$ cat src/logic/accel_params.svh
// register offsets, field positions, reset values and codes of the config bank
// assumes inclusion by bare name from every design file that needs them
`ifndef ACCEL_CFG_PARAMS_SVH
`define ACCEL_CFG_PARAMS_SVH
// ----------------------------------------
// register offsets
// ----------------------------------------
`define ADDR_LOCK_KEY 6'h1e
`define ADDR_INT_MASK 6'h21
`define ADDR_DATA_WIN 6'h22
`define ADDR_SELECT 6'h20
`define ADDR_STATUS 6'h02
// ----------------------------------------
// selector codes and key bytes
// ----------------------------------------
`define SEL_OUT_CFG 5'h0b
`define SEL_RESET 5'h00
`define KEY_BYTE0 8'h00
`define KEY_BYTE1 8'h50
`define KEY_BYTE2 8'ha0
// ----------------------------------------
// field positions
// ----------------------------------------
`define OC_X_EN 4
`define OC_Y_EN 3
`define OC_Z_EN 2
`define OC_RATE_HI 1
`define OC_RATE_LO 0
`define IM_FULL_EN 7
`define IM_HALF_EN 6
`define IM_MASK_ALL 1
`define IM_POLARITY 0
`define ST_LOCK_OPEN 0
// ----------------------------------------
// reset values and rate codes
// ----------------------------------------
`define OUT_CFG_RESET 8'h1c
`define OUT_CFG_MASK 8'h1f
`define INT_MASK_RESET 8'h41
`define INT_MASK_MASK 8'hc3
`define BYTE_ZERO 8'h00
`define RATE_DIV2 2'h1
`define RATE_DIV4 2'h2
`define DECIM_ZERO 2'h0
`define DECIM_ONE 2'h1
`define DECIM_THREE 2'h3
`endif

$ cat src/logic/accel_cfg_pkg.sv
// types shared by the config bank modules
// assumes accel_params.svh is available on the include path
package accel_cfg_pkg;
   // lock key progress
   typedef enum logic [1:0] {KEY_IDLE, KEY_GOT0, KEY_GOT1, KEY_OPEN} key_state_t;
endpackage : accel_cfg_pkg

$ cat src/logic/cfg_link_if.sv
// carrier between the config bank and its helper modules
// assumes a single clock domain shared by all users
`timescale 1ns/1ps
interface cfg_link_if;
   logic key_write; // one-cycle write to the lock key register
   logic [7:0] key_data; // byte written
   logic lock_open; // lock state
   logic sample_in; // new calibrated sample
   logic [1:0] rate; // decimation code
   logic store; // sample goes to ring buffer
   modport bank (output key_write, output key_data, input lock_open,
                 output sample_in, output rate, input store);
   modport lock (input key_write, input key_data, output lock_open);
   modport decim (input sample_in, input rate, output store);
endinterface : cfg_link_if

$ cat src/logic/key_lock.sv
// key sequence tracker for the register lock
// assumes writes arrive as one-cycle strobes on the link
`timescale 1ns/1ps
`include "accel_params.svh"
module key_lock
   import accel_cfg_pkg::*;
(
   input wire logic clock_i,
   input wire logic resetn_i,
   cfg_link_if.lock link
);
   // ----------------------------------------
   // state
   // ----------------------------------------
   typedef struct packed {
      key_state_t st; // key progress
   } lock_t;
   lock_t r;
   lock_t next_r;

   // next state from key writes
   always_comb begin
      next_r = r;
      if (link.key_write) begin
         case (r.st)
            KEY_GOT0: next_r.st = (link.key_data == `KEY_BYTE1) ? KEY_GOT1 : KEY_IDLE;
            KEY_GOT1: next_r.st = (link.key_data == `KEY_BYTE2) ? KEY_OPEN : KEY_IDLE;
            default: next_r.st = (link.key_data == `KEY_BYTE0) ? KEY_GOT0 : KEY_IDLE;
         endcase
      end
   end

   // register state
   always_ff @(posedge clock_i) begin
      if (!resetn_i) begin
         r.st <= KEY_IDLE;
      end else begin
         r <= next_r;
      end
   end

   assign link.lock_open = (r.st == KEY_OPEN);
endmodule : key_lock

$ cat src/logic/buf_decimator.sv
// ring buffer load decimator
// assumes one-cycle sample strobes from the calibration path
`timescale 1ns/1ps
`include "accel_params.svh"
module buf_decimator
   import accel_cfg_pkg::*;
(
   input wire logic clock_i,
   input wire logic resetn_i,
   cfg_link_if.decim link
);
   // ----------------------------------------
   // state
   // ----------------------------------------
   typedef struct packed {
      logic [1:0] cnt; // samples since last store
   } dec_t;
   dec_t r;
   dec_t next_r;
   logic [1:0] last; // count at which a sample is kept

   always_comb begin
      case (link.rate)
         `RATE_DIV2: last = `DECIM_ONE;
         `RATE_DIV4: last = `DECIM_THREE;
         default: last = `DECIM_ZERO;
      endcase
   end

   // count samples, wrap at divisor
   always_comb begin
      next_r = r;
      if (link.sample_in) begin
         next_r.cnt = (r.cnt >= last) ? `DECIM_ZERO : r.cnt + `DECIM_ONE;
      end
   end

   always_ff @(posedge clock_i) begin
      if (!resetn_i) begin
         r.cnt <= `DECIM_ZERO;
      end else begin
         r <= next_r;
      end
   end

   assign link.store = link.sample_in && (r.cnt >= last);
endmodule : buf_decimator

$ cat src/logic/accel_config_lock_regs.sv
// configuration register bank: lock, pin mask, indirect window, output config
// assumes a serial slave front end delivering decoded register strobes
`timescale 1ns/1ps
`include "accel_params.svh"

// What this block does
// - bits 4,3,2 enable X,Y,Z buffer storing
// - rate code 10 quarter, 01 half
// - key bytes 00h 50h A0h open lock
// - any other key sequence closes lock
// - lock state readable in status
// - bit 7 three-quarter, bit 6 half enables
// - mask-all gates pin only, flags continue
// - mask-all blocks free-fall and motion too
// - unmasked pin follows individual enables
// - bit 0 selects pin polarity
// - window write stores into selected register only while lock open
// - window read returns selected register
// - only factory-chosen serial interface active
// - device is slave, never drives clock
// - dedicated interrupt output line
// - five-bit selector picks indirect register
// - selected register accessible immediately
module accel_config_lock_regs
   import accel_cfg_pkg::*;
(
   input wire logic clock_i, // 200 MHz core clock
   input wire logic resetn_i, // synchronous, active low
   input wire logic use_i2c_i, // factory strap: 1 selects two-wire port
   input wire logic spi_wr_i, // spi port write strobe
   input wire logic spi_rd_i, // spi port read strobe
   input wire logic [5:0] spi_addr_i, // spi port register address
   input wire logic [7:0] spi_wdata_i, // spi port write byte
   input wire logic i2c_wr_i, // two-wire port write strobe
   input wire logic i2c_rd_i, // two-wire port read strobe
   input wire logic [5:0] i2c_addr_i, // two-wire port register address
   input wire logic [7:0] i2c_wdata_i, // two-wire port write byte
   input wire logic sample_i, // new calibrated sample strobe
   input wire logic buf_half_i, // ring buffer half full flag
   input wire logic buf_full_i, // ring buffer three-quarter flag
   input wire logic det_event_i, // free-fall or motion event in active mode
   output logic [7:0] rdata_o, // read data
   output logic rvalid_o, // read data valid pulse
   output logic store_x_o, // store X sample to ring buffer
   output logic store_y_o, // store Y sample to ring buffer
   output logic store_z_o, // store Z sample to ring buffer
   output logic [7:0] out_cfg_o, // output config for other blocks
   output logic int_o // interrupt pin level
);
   // ----------------------------------------
   // state
   // ----------------------------------------
   typedef struct packed {
      logic strap_ok; // strap captured after reset
      logic i2c_sel; // chosen serial port
      logic [4:0] select; // indirect selector
      logic [7:0] out_cfg; // output configuration
      logic [7:0] int_mask; // pin mask and polarity
      logic [7:0] key; // last key byte written
      logic [7:0] rdata; // read return
      logic rvalid; // read pulse
      logic sx; // store strobes
      logic sy;
      logic sz;
      logic int_pin; // pin level
   } bank_t;
   bank_t r;
   bank_t next_r;

   // ----------------------------------------
   // helpers
   // ----------------------------------------
   cfg_link_if link ();
   logic wr; // write from the active port
   logic rd; // read from the active port
   logic [5:0] addr; // address from the active port
   logic [7:0] wdata; // data from the active port
   logic int_raw; // enabled interrupt sources
   logic [7:0] sel_val; // selected indirect register
   logic [7:0] status; // status byte

   // lock tracker
   key_lock u_lock (
      .clock_i(clock_i),
      .resetn_i(resetn_i),
      .link(link)
   );

   // ring buffer decimator
   buf_decimator u_decim (
      .clock_i(clock_i),
      .resetn_i(resetn_i),
      .link(link)
   );

   always_comb begin
      if (!r.strap_ok) begin
         wr = 1'b0;
         rd = 1'b0;
         addr = spi_addr_i;
         wdata = spi_wdata_i;
      end else if (r.i2c_sel) begin
         wr = i2c_wr_i;
         rd = i2c_rd_i;
         addr = i2c_addr_i;
         wdata = i2c_wdata_i;
      end else begin
         wr = spi_wr_i;
         rd = spi_rd_i;
         addr = spi_addr_i;
         wdata = spi_wdata_i;
      end
   end

   // key writes to the tracker
   assign link.key_write = wr && (addr == `ADDR_LOCK_KEY);
   assign link.key_data = wdata;
   assign link.sample_in = sample_i;
   assign link.rate = r.out_cfg[`OC_RATE_HI:`OC_RATE_LO];

   always_comb begin
      if (r.select == `SEL_OUT_CFG) begin
         sel_val = r.out_cfg;
      end else begin
         sel_val = `BYTE_ZERO; // reserved codes read zero
      end
   end

   always_comb begin
      status = `BYTE_ZERO;
      status[`ST_LOCK_OPEN] = link.lock_open;
   end

   assign int_raw = (buf_full_i && r.int_mask[`IM_FULL_EN])
                 || (buf_half_i && r.int_mask[`IM_HALF_EN])
                 || det_event_i;

   // ----------------------------------------
   // next state
   // ----------------------------------------
   always_comb begin
      next_r = r;
      next_r.rvalid = 1'b0;
      // capture strap once after release
      if (!r.strap_ok) begin
         next_r.strap_ok = 1'b1;
         next_r.i2c_sel = use_i2c_i;
      end
      // register writes
      if (wr) begin
         case (addr)
            `ADDR_LOCK_KEY: begin
               next_r.key = wdata;
            end
            `ADDR_INT_MASK: begin
               next_r.int_mask = wdata & `INT_MASK_MASK;
            end
            `ADDR_SELECT: begin
               next_r.select = wdata[4:0];
            end
            `ADDR_DATA_WIN: begin
               if (link.lock_open && r.select == `SEL_OUT_CFG) begin
                  next_r.out_cfg = wdata & `OUT_CFG_MASK;
               end
            end
            default: begin
               // unmapped writes dropped
            end
         endcase
      end
      // register reads
      if (rd) begin
         next_r.rvalid = 1'b1;
         case (addr)
            `ADDR_LOCK_KEY: next_r.rdata = r.key;
            `ADDR_INT_MASK: next_r.rdata = r.int_mask;
            `ADDR_SELECT: next_r.rdata = {3'h0, r.select};
            `ADDR_DATA_WIN: next_r.rdata = sel_val;
            `ADDR_STATUS: next_r.rdata = status;
            default: next_r.rdata = `BYTE_ZERO;
         endcase
      end
      next_r.sx = link.store && r.out_cfg[`OC_X_EN];
      next_r.sy = link.store && r.out_cfg[`OC_Y_EN];
      next_r.sz = link.store && r.out_cfg[`OC_Z_EN];
      if (int_raw && !r.int_mask[`IM_MASK_ALL]) begin
         next_r.int_pin = r.int_mask[`IM_POLARITY];
      end else begin
         next_r.int_pin = !r.int_mask[`IM_POLARITY];
      end
   end

   // ----------------------------------------
   // registers
   // ----------------------------------------
   always_ff @(posedge clock_i) begin
      if (!resetn_i) begin
         r.strap_ok <= 1'b0;
         r.i2c_sel <= 1'b0;
         r.select <= `SEL_RESET;
         r.out_cfg <= `OUT_CFG_RESET;
         r.int_mask <= `INT_MASK_RESET;
         r.key <= `BYTE_ZERO;
         r.rdata <= `BYTE_ZERO;
         r.rvalid <= 1'b0;
         r.sx <= 1'b0;
         r.sy <= 1'b0;
         r.sz <= 1'b0;
         r.int_pin <= 1'b0; // idle for default active-high polarity
      end else begin
         r <= next_r;
      end
   end

   // ----------------------------------------
   // outputs
   // ----------------------------------------
   // slave only, no clock driven
   assign rdata_o = r.rdata;
   assign rvalid_o = r.rvalid;
   assign store_x_o = r.sx;
   assign store_y_o = r.sy;
   assign store_z_o = r.sz;
   assign out_cfg_o = r.out_cfg;
   assign int_o = r.int_pin;
endmodule : accel_config_lock_regs

$ cat config.mk
export PLATFORM = sky130hd
export DESIGN_NAME = accel_config_lock_regs
export DESIGN_NICKNAME = d
export VERILOG_FILES = /design/src/logic/accel_cfg_pkg.sv /design/src/logic/cfg_link_if.sv /design/src/logic/key_lock.sv /design/src/logic/buf_decimator.sv /design/src/logic/accel_config_lock_regs.sv
export VERILOG_INCLUDE_DIRS = /design/src /design/src/logic
export SDC_FILE = /design/constraint.sdc
export NUM_CORES = 1
export LEC_CHECK = 0
export BUFFER_PORTS_ARGS = -buffer_cell sky130_fd_sc_hd__buf_2
export CAP_MARGIN = 20
export CORE_ASPECT_RATIO = 1.5
export CORE_UTILIZATION = 28
export CTS_CLUSTER_DIAMETER = 120
export DETAILED_ROUTE_END_ITERATION = 8
export SYNTH_ARGS = -nofsm -noshare
export SYNTH_HDL_FRONTEND = slang
export SYNTH_SLANG_ARGS = --single-unit
$ cat constraint.sdc
create_clock -name clock_i -period 2 [get_ports clock_i]
set_clock_uncertainty 0.2 [all_clocks]
set_input_delay 0.4 -clock clock_i [delete_from_list [all_inputs] [get_ports clock_i]]
set_output_delay 0.4 -clock clock_i [all_outputs]
set_load 0.02 [all_outputs]
Yosys cells after proc, flatten, opt, wreduce, memory -nomap -nowiden
Cells that the tools add are included.
Storage, ports and cells
  output and inout port bits: 21
  logic and storage cells: 65
  bits in registers: 41
  bits of input ports: 39
Cells by class
  reduce and logical (&&, ||, !) cells: 18
  multiplexer cells: 18
  add/subtract/negate cells: 1
  equal/unequal tests: 13
  $lt $le $gt $ge: 1
Operator list (number)
  case mux 8 bit (5 select lines): 1
  equality test 6 bit (second input constant): 3
  two-way mux 8 bit: 2
  two-way mux 6 bit: 2
  logical AND 1 bit: 9
  equality test 8 x 7 -> 1 bit (second input constant): 1
  equality test 8 bit (second input constant): 1
  zero test 8 bit: 1
  case mux 2 bit (2 select lines): 2
  two-way mux 1 bit: 7
  equality test 2 bit (second input constant): 3
  equality test 6 x 2 -> 1 bit (second input constant): 1
  equality test 6 x 5 -> 1 bit (second input constant): 1
  two-way mux 2 bit: 3
  AND reduction 2 bit: 3
  equality test 5 x 4 -> 1 bit (second input constant): 1
  two-way mux 5 bit: 1
  equality test 2 x 1 -> 1 bit (second input constant): 2
  AND reduction 3 bit: 1
  adder 2 x 1 -> 2 bit (second input constant): 1
  >= comparator 2 bit: 1
  zero test 1 bit: 2
  logical OR 1 bit: 2

Longest topological paths before layout
Gate-level depths: netlist of the first run.
  depth in word-level cells: 5
  depth in mapped cells: 9
  mapped depth without buffers: 9

Modules after synthesis
Synthesis of the first run repeated with hierarchy kept, for this count alone.
Second synthesis, totals
  cell total of the unflattened synthesis: 259
  area, all modules: 2352.3 um^2
By module, submodules not included
  accel_config_lock_regs: area an instance 1988.2 um^2, times used 1, cells each 217, seq. area each 740.7 um^2
  buf_decimator: area an instance 191.4 um^2, times used 1, cells each 22, seq. area each 40.0 um^2
  key_lock: area an instance 172.7 um^2, times used 1, cells each 20, seq. area each 40.0 um^2

Least setup slack after synthesis of the first run
No wires, ideal clock.
  path kind: register to register
  start point: reg r[38] in the netlist's numbering
  end point: reg r, in the netlist out_cfg_o[1]
  setup time: 0.088 ns
  path buffers: 1
  arrival: 1.621 ns
  setup slack: 0.091 ns
  data required time: 1.712 ns
  cell stages (with the launch flop): 7
  clock period less this slack: 1.909 ns
  path through: dfxtp_1 inv_1 or4_4 nor4b_4 buf_6 a21oi_2 a311oi_2
Between the ends
  longest elaborated chain between the ends: 3
Ends and longest elaborated chain
  start: declaration: RTL line accel_config_lock_regs.sv:67  | bank_t r;
  start signal: assignment: RTL line accel_config_lock_regs.sv:211  | r <= next_r;
  equality test 5 x 4 -> 1 bit (no source line)
  logical AND 1 bit (no source line)
  AND reduction 3 bit (no source line)
Every way passes these cells.
A chain may end at the register's enable or synchronous reset.

Worst setup path in the final report of the first run
  start point: reg r[38] in the netlist's numbering
  end point: reg r, in the netlist out_cfg_o[0]
The elaborated chain is that of the path after synthesis.

==> metrics.md, run 1 <==
| Metric | Value |
|---|---|
| Minimum clock period after layout | just under 2 ns |
| H-tree Lvls | 2 |
| Leakage | ~1.2 nW |
| CP max-delay cell | or4_4 |
| Proportion of layout cells with a drive suffix above 1 | around 40% |
| Initial DRT Pass Iterations | 4 |
| Final instance area | around 3000 um^2 |
| DR WL/cell | around 13 um |
| Initial antenna violation count | 0 |
| Power density over the cells | about 700 nW/um^2 |
| Crit path arrival time | 1.93 ns |
| Number of global-route vias before repair | about 1800 |
| IO Port Bufs | 56 |
| DIE WIDTH | between 70 and 80 um |
| Placer congestion estimate | 0.827 |
| Syn avg cell area | between 9 and 10 um^2 |
| Placed Area | 2730 um^2 |
| Nets | approximately 360 |
| Most numerous cell in the Yosys netlist | dfxtp_1 |
| CP max stage delay | roughly 0.52 ns |
| Post-DP HPWL | ~4400 um |
| GRT overflow | 0 |
| WL final | approximately 5600 um |
| HP Class | input pin to flip-flop |
| Max Fanout on Critical Path | 15 |
| Cell variety after synth | 57 |
| Worst Setup End Kind | flip-flop |
| Seq/Total Area, Yosys | a little over a third |
| Yosys warnings | 0 |
| Latest clock arrival within the worst-skew pair | 0.28 ns |
| Part of the power in registers | between 30% and 40% |
| CTS buffer count | 5 |
| DR DRC count | 0 |
| TritonCTS clock tree | done |
| Cells after Synth | around 250 |
| Ys flop type | dfxtp_1 |
| Initial core utilization | approximately 29% |
| CTS hold repair buffers | 0 |
| Critical Path, Cell by Cell | inv_2 -> or4_4 -> nor4b_4 -> buf_12 -> a21oi_2 -> a311oi_2 |
| Root buffer cell | clkbuf_16 |
| Final Cycle Share | a little over nine tenths |
| WHS | 0.112 ns |
| Row count | 40 |
| Setup CP Type | flip-flop to flip-flop |
| Switching share of power | ~22% |
| Post-synth EDFFs | 0 |
| RSZ-0062 raised after global routing | yes |
| CP delay by family, top | simple AND/OR/NAND/NOR gates |
| Largest area contributor in the netlist | dfxtp_1 |
| Gr usage total | around 14% |
| Iteration-0 DRC Markers | 103 |
| Clock power frac | between 40% and 50% |
| Die Span Y | 113 um |
| Critical path launch point type | flip-flop |
| Clock buffer depth | 2 |
| Global-route wire length before repair | 9080 um |
| Most area-consuming cells after synthesis | dfxtp_1 (36%), a211oi_1 (5.6%), buf_4 (5.6%), nor2_1 (4.4%), mux2i_1 (3.9%) |
| CP bufs+invs | 2 |
| Core Area | ~8000 um^2 |
| Area grow syn2layout | 30.6% |
| Mapped Area | 2290 um^2 |
| Largest net degree at the start of global routing | 19 |
| Fraction of registers with async set or reset after synthesis | 0% |
| Comb pwr share | between 10% and 20% |
| Post-route ant nets | 0 |
| ANT cells | 0 |
| Routed vias/inst | 4.74 |
| Final setup violation count | 0 |
| Int Pwr | ~1.7 mW |
| Fmax | between 0.5 and 0.6 GHz |
| Clock sinks | 41 |
| Clock slew at reported path FFs | roughly 0.060 ns |
| Top cell type's share of synthesized area | a little over a third |
| Final Slew Violations | 0 |
| Worst IR Drop VDD | 0.000510 V |
| Synth cell count leaders | dfxtp_1 (41), nor2_1 (27), a211oi_1 (17), buf_4 (17), inv_1 (14) |
| Vias | between 2000 and 2500 |
| Io pins | 60 |
| Max Cap Viol | 0 |
| Hold Fails Final Rpt | 0 |
| Synthesized flop and latch total | between 40 and 50 |
| Die area | approximately 8600 um^2 |
| CP required | around 2 ns |
| Outcome | finished clean |
| Psw | around 480 uW |
cells in the final DEF, fill, tap and decap left out, types with 4 or more instances in the layout:
master,count
buf_2,57
dfxtp_1,38
nor2_1,27
buf_4,25
a211oi_1,16
inv_1,13
nand2_1,11
mux2i_1,9
a21oi_1,9
o21ai_0,7
o21ai_1,6
ha_1,6
and2_1,5
clkbuf_16,5
nor3_1,4
and3_2,4
registers in the layout, summed over array words and instances, names as in the netlist:
| register | cells |
|---|---|
| u_decim.r | 2 |
| int_o | 1 |
| store_y_o | 1 |
| rdata_o | 8 |
| out_cfg_o | 5 |
| store_z_o | 1 |
| store_x_o | 1 |
| u_lock.r | 2 |
| rvalid_o | 1 |
| r | 19 |
through the flow:
stage	TNS, ns	setup slack (ns)	utilization, %	instances	power [mW]
floorplan	0	0.0909	-	250	1.02
global placement	0	0.0222	34.3	410	1.13
detailed placement	-0.0965	-0.0527	34.3	410	1.13
CTS	0	0.0372	36.7	418	2.16
global route	-0.0386	-0.0223	37.6	422	2.23
finish	0	0.0648	37.6	422	2.15
timing repair:
action | 4_1_cts | 5_1_grt
endpoints found under the setup margin | 9 | 18
gates cloned | 0 | 1
pin swaps | 0 | 5
buffers inserted | 0 | 3
resized for setup | 1 | 13
worst register-to-register path: stages, from the launching register on:
cell and delay [ns]:
dfxtp_2 0.33, inv_2 0.04, or4_4 0.52, nor4b_4 0.28, buf_12 0.18, a21oi_2 0.07, a311oi_2 0.23
power by group through the flow:
stage | combinational [mW] | sequential (mW) | clock [mW]
final | 0.271 | 0.846 | 1.03
after global routing | 0.298 | 0.848 | 1.08
after CTS | 0.263 | 0.847 | 1.05
after detailed placement | 0.262 | 0.865 | 0
after global placement | 0.261 | 0.865 | 0
after floorplan | 0.147 | 0.869 | 0
final timing paths:
check              from      endpoint  slack [ns]  cells past startpoint
max               r[38]  out_cfg_o[0]        0.06                      6
min            resetn_i         r[43]        0.11                      1
max reg2reg       r[38]  out_cfg_o[0]        0.06                      6
min reg2reg  rdata_o[5]    rdata_o[5]        0.25                      2
cells by family after synthesis:
family                     Yosys count  share of synthesized area, %
xor gates and xnor gates             3                          1.15
buffers and inverters               43                          12.3
adders and majority gates            6                          3.28
and+or+nand+nor                     76                          19.9
muxes                               11                          5.02
DFF                                 41                          35.8
AOI/OAI and AO/OA                   67                          22.4
other                                1                         0.164
cell type report:
cell class	count	area, um^2
multi-input combinational	166	1230
clock inverter	3	65.1
timing repair buffer	88	561
fill	778	4960
inverter	14	52.6
sequential	41	827
tap	105	131
clock buffer	5	125
per-layer routing:
layer | vias up | track usage, % | routed length, um
met1 | 917 | 17.4 | 2310
met5 | - | 0 | 0
met2 | 62 | 23.0 | 2870
li1 | 1014 | - | -
met3 | 8 | 2.49 | 275
met4 | 0 | 5.68 | 129
Note: power is estimated with default switching activity, not from simulation.
==> run 2, diff against run 1 <==
- CTS_BUF_LIST: default -> sky130_fd_sc_hd__clkbuf_8
- RECOVER_POWER: default -> 100
==> run 2 against run 1 <==
Global-route usage fell by 0.11 points. Combinational power fell by 1%. Final area fell by 2.2%. Sequential share of layout area rose by 0.63 points. Worst setup slack got worse by 0.063 ns. Non-clock buffer count did not move. Worst hold slack improved by 0.038 ns. Core utilization fell by 0.83 points. Flip-flop and latch count did not move. Via count barely moved. Power fell by 12%. Critical path type unchanged. Highest routed layer unchanged.
==> metrics.md, run 2 (synthesis gave the netlist of run 1 again) <==
| Metric | Value |
|---|---|
| Worst Hold Launch | resetn_i |
| Core Area | 7960 um^2 |
| Initial DRT Pass Iterations | 4 |
| DR DRC count | 0 |
| Switching share of power | between 20% and 30% |
| Power density over the cells | around 650 nW/um^2 |
| Crit path arrival time | about 2.0 ns |
| Final Slew Violations | 0 |
| Largest net degree at the start of global routing | 19 |
| Leakage | 1.14 nW |
| TritonCTS clock tree | done |
| Clock sinks | between 40 and 50 |
| ANT cells | 0 |
| HP Class | input pin to flip-flop |
| Routed vias/inst | between 4 and 5 |
| Vias | 2000 |
| Final Cycle Share | 99.9% |
| Most frequent cells in the layout | buf_2 (38), dfxtp_1 (38), nor2_1 (27) |
| Initial core utilization | 28.8% |
| Post-route ant nets | 0 |
| Finished Core Util | ~37% |
| Minimum clock period after layout | 2.00 ns |
| R2R Path Start | r[43] |
| Final setup violation count | 0 |
| Post-DP HPWL | 4350 um |
| Row count | 40 |
| Placer congestion estimate | 0.827 |
| Hold Fails Final Rpt | 0 |
| Initial antenna violation count | 0 |
| DR WL/cell | approximately 13 um |
| Area grow syn2layout | 27.7% |
| Fmax | between 0.5 and 0.6 GHz |
| Global-route wire length before repair | around 9000 um |
| Part of the power in registers | ~45% |
| Proportion of layout cells with a drive suffix above 1 | approximately a third |
| Crit path from | r[43] |
| CP required | between 1.5 and 2 ns |
| Nets | approximately 360 |
| Critical path launch point type | flip-flop |
| CTS buffer count | 5 |
| Total power draw | about 1.9 mW |
| Clock buffer depth | 2 |
| WL final | 5680 um |
| Die area | ~8600 um^2 |
| Clock power frac | roughly 40% |
| IO Port Bufs | 56 |
| Comb pwr share | between 10% and 20% |
| Psw | ~440 uW |
| Int Pwr | between 1 and 1.5 mW |
| Worst Setup End Kind | flip-flop |
| Max reg flops | 19 |
| Max Fanout on Critical Path | 12 |
| Die Span Y | 113 um |
| Worst IR Drop VDD | between 0.0004 and 0.0005 V |
| Biggest register | r |
| Latest clock arrival within the worst-skew pair | about 0.29 ns |
| DIE WIDTH | between 70 and 80 um |
| Root buffer cell | clkbuf_8 |
| Clock slew at reported path FFs | 0.08 ns |
| Io pins | 60 |
| Gr usage total | ~14% |
| Outcome | finished clean |
| Setup CP Type | flip-flop to flip-flop |
| RSZ-0062 raised after global routing | yes |
| CTS hold repair buffers | 0 |
| Number of global-route vias before repair | around 1800 |
| H-tree Lvls | 2 |
| GRT overflow | 0 |
| Iteration-0 DRC Markers | 89 |
| Max Cap Viol | 0 |
-- run 2: final cells by class --
cell class	count	area, um^2
Multi-Input combinational cell	166	1230
Clock inverter	3	65.1
Inverter	14	52.6
Tap cell	105	131
Sequential cell	41	827
Clock buffer	5	68.8
Fill cell	800	5030
Timing Repair Buffer	88	556
-- run 2: repair_timing --
item                       4_1_cts  5_1_grt
resized for setup                1       16
buffers inserted                 0        3
setup endpoints to repair       13       19
gates cloned                     0        1
pin swaps                        0        9
-- run 2: worst paths after layout --
path / end / slack, ns / depth (start not counted)
setup / recovery: rdata_o[3] / 0.002 / 8
hold / removal: r[43] / 0.15 / 1
setup reg to reg: rdata_o[3] / 0.002 / 8
hold reg to reg: rdata_o[5] / 0.25 / 2
-- run 2: stage by stage --
| step | cells | cell area, um^2 | worst slack [ns] | hold WS, ns | TNS (ns) |
|---|---|---|---|---|---|
| floorplan | 250 | 2300 | 0.0909 | 0.228 | 0 |
| global placement | 410 | 2730 | 0.0222 | 0.240 | 0 |
| detailed placement | 410 | 2730 | -0.0527 | 0.246 | -0.0965 |
| CTS | 418 | 2860 | 0.0326 | 0.108 | 0 |
| global route | 422 | 2930 | -0.0389 | 0.148 | -0.173 |
| finish | 422 | 2930 | 0.00189 | 0.150 | 0 |
-- run 2: worst max-delay path, stage by stage, from the launching register on --
cell and delay, ns:
dfxtp_2 0.34, buf_12 0.14, and4b_2 0.22, a31oi_4 0.24, nor4b_4 0.09, buf_12 0.15, buf_12 0.12, a222oi_1 0.27
a21oi_1 0.11
-- run 2: metal layers --
metal | up-vias | part of all wire [%] | track usage, %
li1 | 1015 | - | -
met1 | 928 | 42 | 17.5
met2 | 50 | 52 | 23.3
met3 | 7 | 4.2 | 2.14
met4 | 0 | 1.9 | 4.69
met5 | - | 0 | 0
-- run 2: power by group through the flow --
stage / registers (mW) / clock network [mW] / logic [mW]
2_1_floorplan: 0.869 / 0 / 0.147
3_3_place_gp: 0.865 / 0 / 0.261
3_5_place_dp: 0.865 / 0 / 0.262
4_1_cts: 0.846 / 0.796 / 0.263
5_1_grt: 0.848 / 0.836 / 0.294
6_report: 0.845 / 0.779 / 0.267
==> run 3, diff against run 2 <==
- CTS_BUF_LIST: sky130_fd_sc_hd__clkbuf_8 -> sky130_fd_sc_hd__clkbuf_16
==> run 3 against run 2 <==
Core utilization grew 0.82 points. Sequential power is essentially flat. Die area is the same. Critical path depth shrank 2. Final area grew 2.2%. Wire length shrank 1.7%. Power grew 14%. Worst setup slack gained 0.063 ns. Cell count is the same. Non-clock buffer count is the same. Critical path type unchanged. Critical endpoint is now out_cfg_o[0]. Largest cell class unchanged. Largest power group is now clock.
==> metrics.md, run 3 (synthesis gave the netlist of run 1 again) <==
| Metric | Value |
|---|---|
| Outcome | finished clean |
| Commonest non-fill, non-tap cell in the layout | buf_2 |
| Final Slew Violations | 0 |
| Clock sinks | 41 |
| Multi-input logic area | 1230 um^2 |
| Placed Area | about 2700 um^2 |
| Final setup violation count | 0 |
| H-tree Lvls | 2 |
| CP max-delay cell | or4_4 |
| Power density over the cells | just over 700 nW/um^2 |
| Final Cycle Share | between 90% and 100% |
| Root buffer cell | clkbuf_16 |
| Global-route wire length before repair | roughly 9100 um |
| Proportion of layout cells with a drive suffix above 1 | between 40% and 50% |
| Placer congestion estimate | between 0.8 and 0.9 |
| Worst Setup End Kind | flip-flop |
| RSZ-0062 raised after global routing | yes |
| Crit path arrival time | ~1.9 ns |
| DIE WIDTH | 75.9 um |
| Hold Fails Final Rpt | 0 |
| Latest clock arrival within the worst-skew pair | approximately 0.28 ns |
| WL final | 5580 um |
| Storage cell area | just over 800 um^2 |
| CP required | ~2 ns |
| DR WL/cell | approximately 13 um |
| ANT cells | 0 |
| Max reg flops | 19 |
| Leakage | approximately 1.2 nW |
| Setup TNS | 0 ns |
| Fmax | roughly 0.52 GHz |
| Largest net degree at the start of global routing | 19 |
| Routed vias/inst | around 4.7 |
| Clock buffer depth | 2 |
| Io pins | 60 |
| Filler cells | approximately 800 |
| IO Port Bufs | 56 |
| Final instance area | roughly 3000 um^2 |
| Vias | around 2000 |
| DR DRC count | 0 |
| Initial core utilization | 28.8% |
| Initial DRT Pass Iterations | 4 |
| Critical Path, Cell by Cell | inv_2 -> or4_4 -> nor4b_4 -> buf_12 -> a21oi_2 -> a311oi_2 |
| CTS buffer count | 5 |
| Nets | 361 |
| Setup CP Type | flip-flop to flip-flop |
| CTS hold repair buffers | 0 |
| CP bufs+invs | 2 |
| Die Span Y | approximately 110 um |
| Clock slew at reported path FFs | about 0.060 ns |
| Core Area | 7960 um^2 |
| Die area | approximately 8600 um^2 |
| Worst IR Drop VDD | between 0.0005 and 0.0006 V |
| Max Cap Viol | 0 |
| HP Class | input pin to flip-flop |
| Number of global-route vias before repair | roughly 1800 |
| Post-route ant nets | 0 |
| Finished Core Util | a little under two fifths |
| Max Fanout on Critical Path | 15 |
| Minimum clock period after layout | between 1.5 and 2 ns |
| CP max stage delay | ~0.52 ns |
| Biggest register | r |
| Gr usage total | 13.9% |
| Critical path launch point type | flip-flop |
| Row count | 40 |
| Iteration-0 DRC Markers | between 100 and 150 |
| Area grow syn2layout | 30.6% |
| CP delay by family, top | simple AND/OR/NAND/NOR gates |
| GRT overflow | 0 |
| Most frequent cells in the layout | buf_2 (56), dfxtp_1 (38), nor2_1 (27) |
| Initial antenna violation count | 0 |
| TritonCTS clock tree | done |
| Post-DP HPWL | 4350 um |
==> run 3: cell count changes in the layout (fill, tap and decap cells not counted), sizes merged <==
cell    change
buf        +17
clkbuf     -17
==> run 3: worst reg2reg max path: stages, from the launching register on <==
cell and delay (ns):
dfxtp_2 0.33, inv_2 0.04, or4_4 0.52, nor4b_4 0.28, buf_12 0.18, a21oi_2 0.07
a311oi_2 0.23
==> run 3: final cells by class <==
cell class / instances / share of cell area [%]
multi-input cells: 166 / 41.2
inverters: 14 / 1.76
well taps: 105 / 4.39
flip-flops and latches: 41 / 27.6
repair buffers: 88 / 18.7
clock inverters: 3 / 2.17
clock buffers: 5 / 4.18
==> run 3: metal layers <==
metal,GRT usage [%],vias to the layer above,routed length [um]
met3,2.49,8,275
met5,0,-,0
met2,23.0,62,2870
met4,5.68,0,129
li1,-,1014,-
met1,17.4,917,2310
==> run 3: final timing paths <==
check / from / endpoint / slack (ns) / cells after the start
worst max-delay path: r[38] / out_cfg_o[0] / 0.06 / 6
worst min-delay path: resetn_i / r[43] / 0.16 / 1
worst max register to register: r[38] / out_cfg_o[0] / 0.06 / 6
worst min register to register: rdata_o[5] / rdata_o[5] / 0.25 / 2
==> run 3: report_power, final <==
part	internal, mW	switching, mW	total, mW
clock	0.712	0.320	1.03
sequential	0.836	0.0101	0.846
combinational	0.122	0.149	0.271
==> run 3: per-stage QoR <==
step / std cells / setup WS (ns) / power, mW / hold WS (ns)
CTS: 418 / 0.0372 / 2.16 / 0.118
detailed placement: 410 / -0.0527 / 1.13 / 0.246
floorplan: 250 / 0.0909 / 1.02 / 0.228
global route: 422 / -0.0223 / 2.23 / 0.165
finish: 422 / 0.0648 / 2.15 / 0.158
global placement: 410 / 0.0222 / 1.13 / 0.240
==> run 3: repair_timing <==
item,in CTS,in global routing
setup buffers,0,3
gates cloned,0,1
gates resized for setup,1,13
pin swaps,0,5
endpoints found under the setup margin,9,18
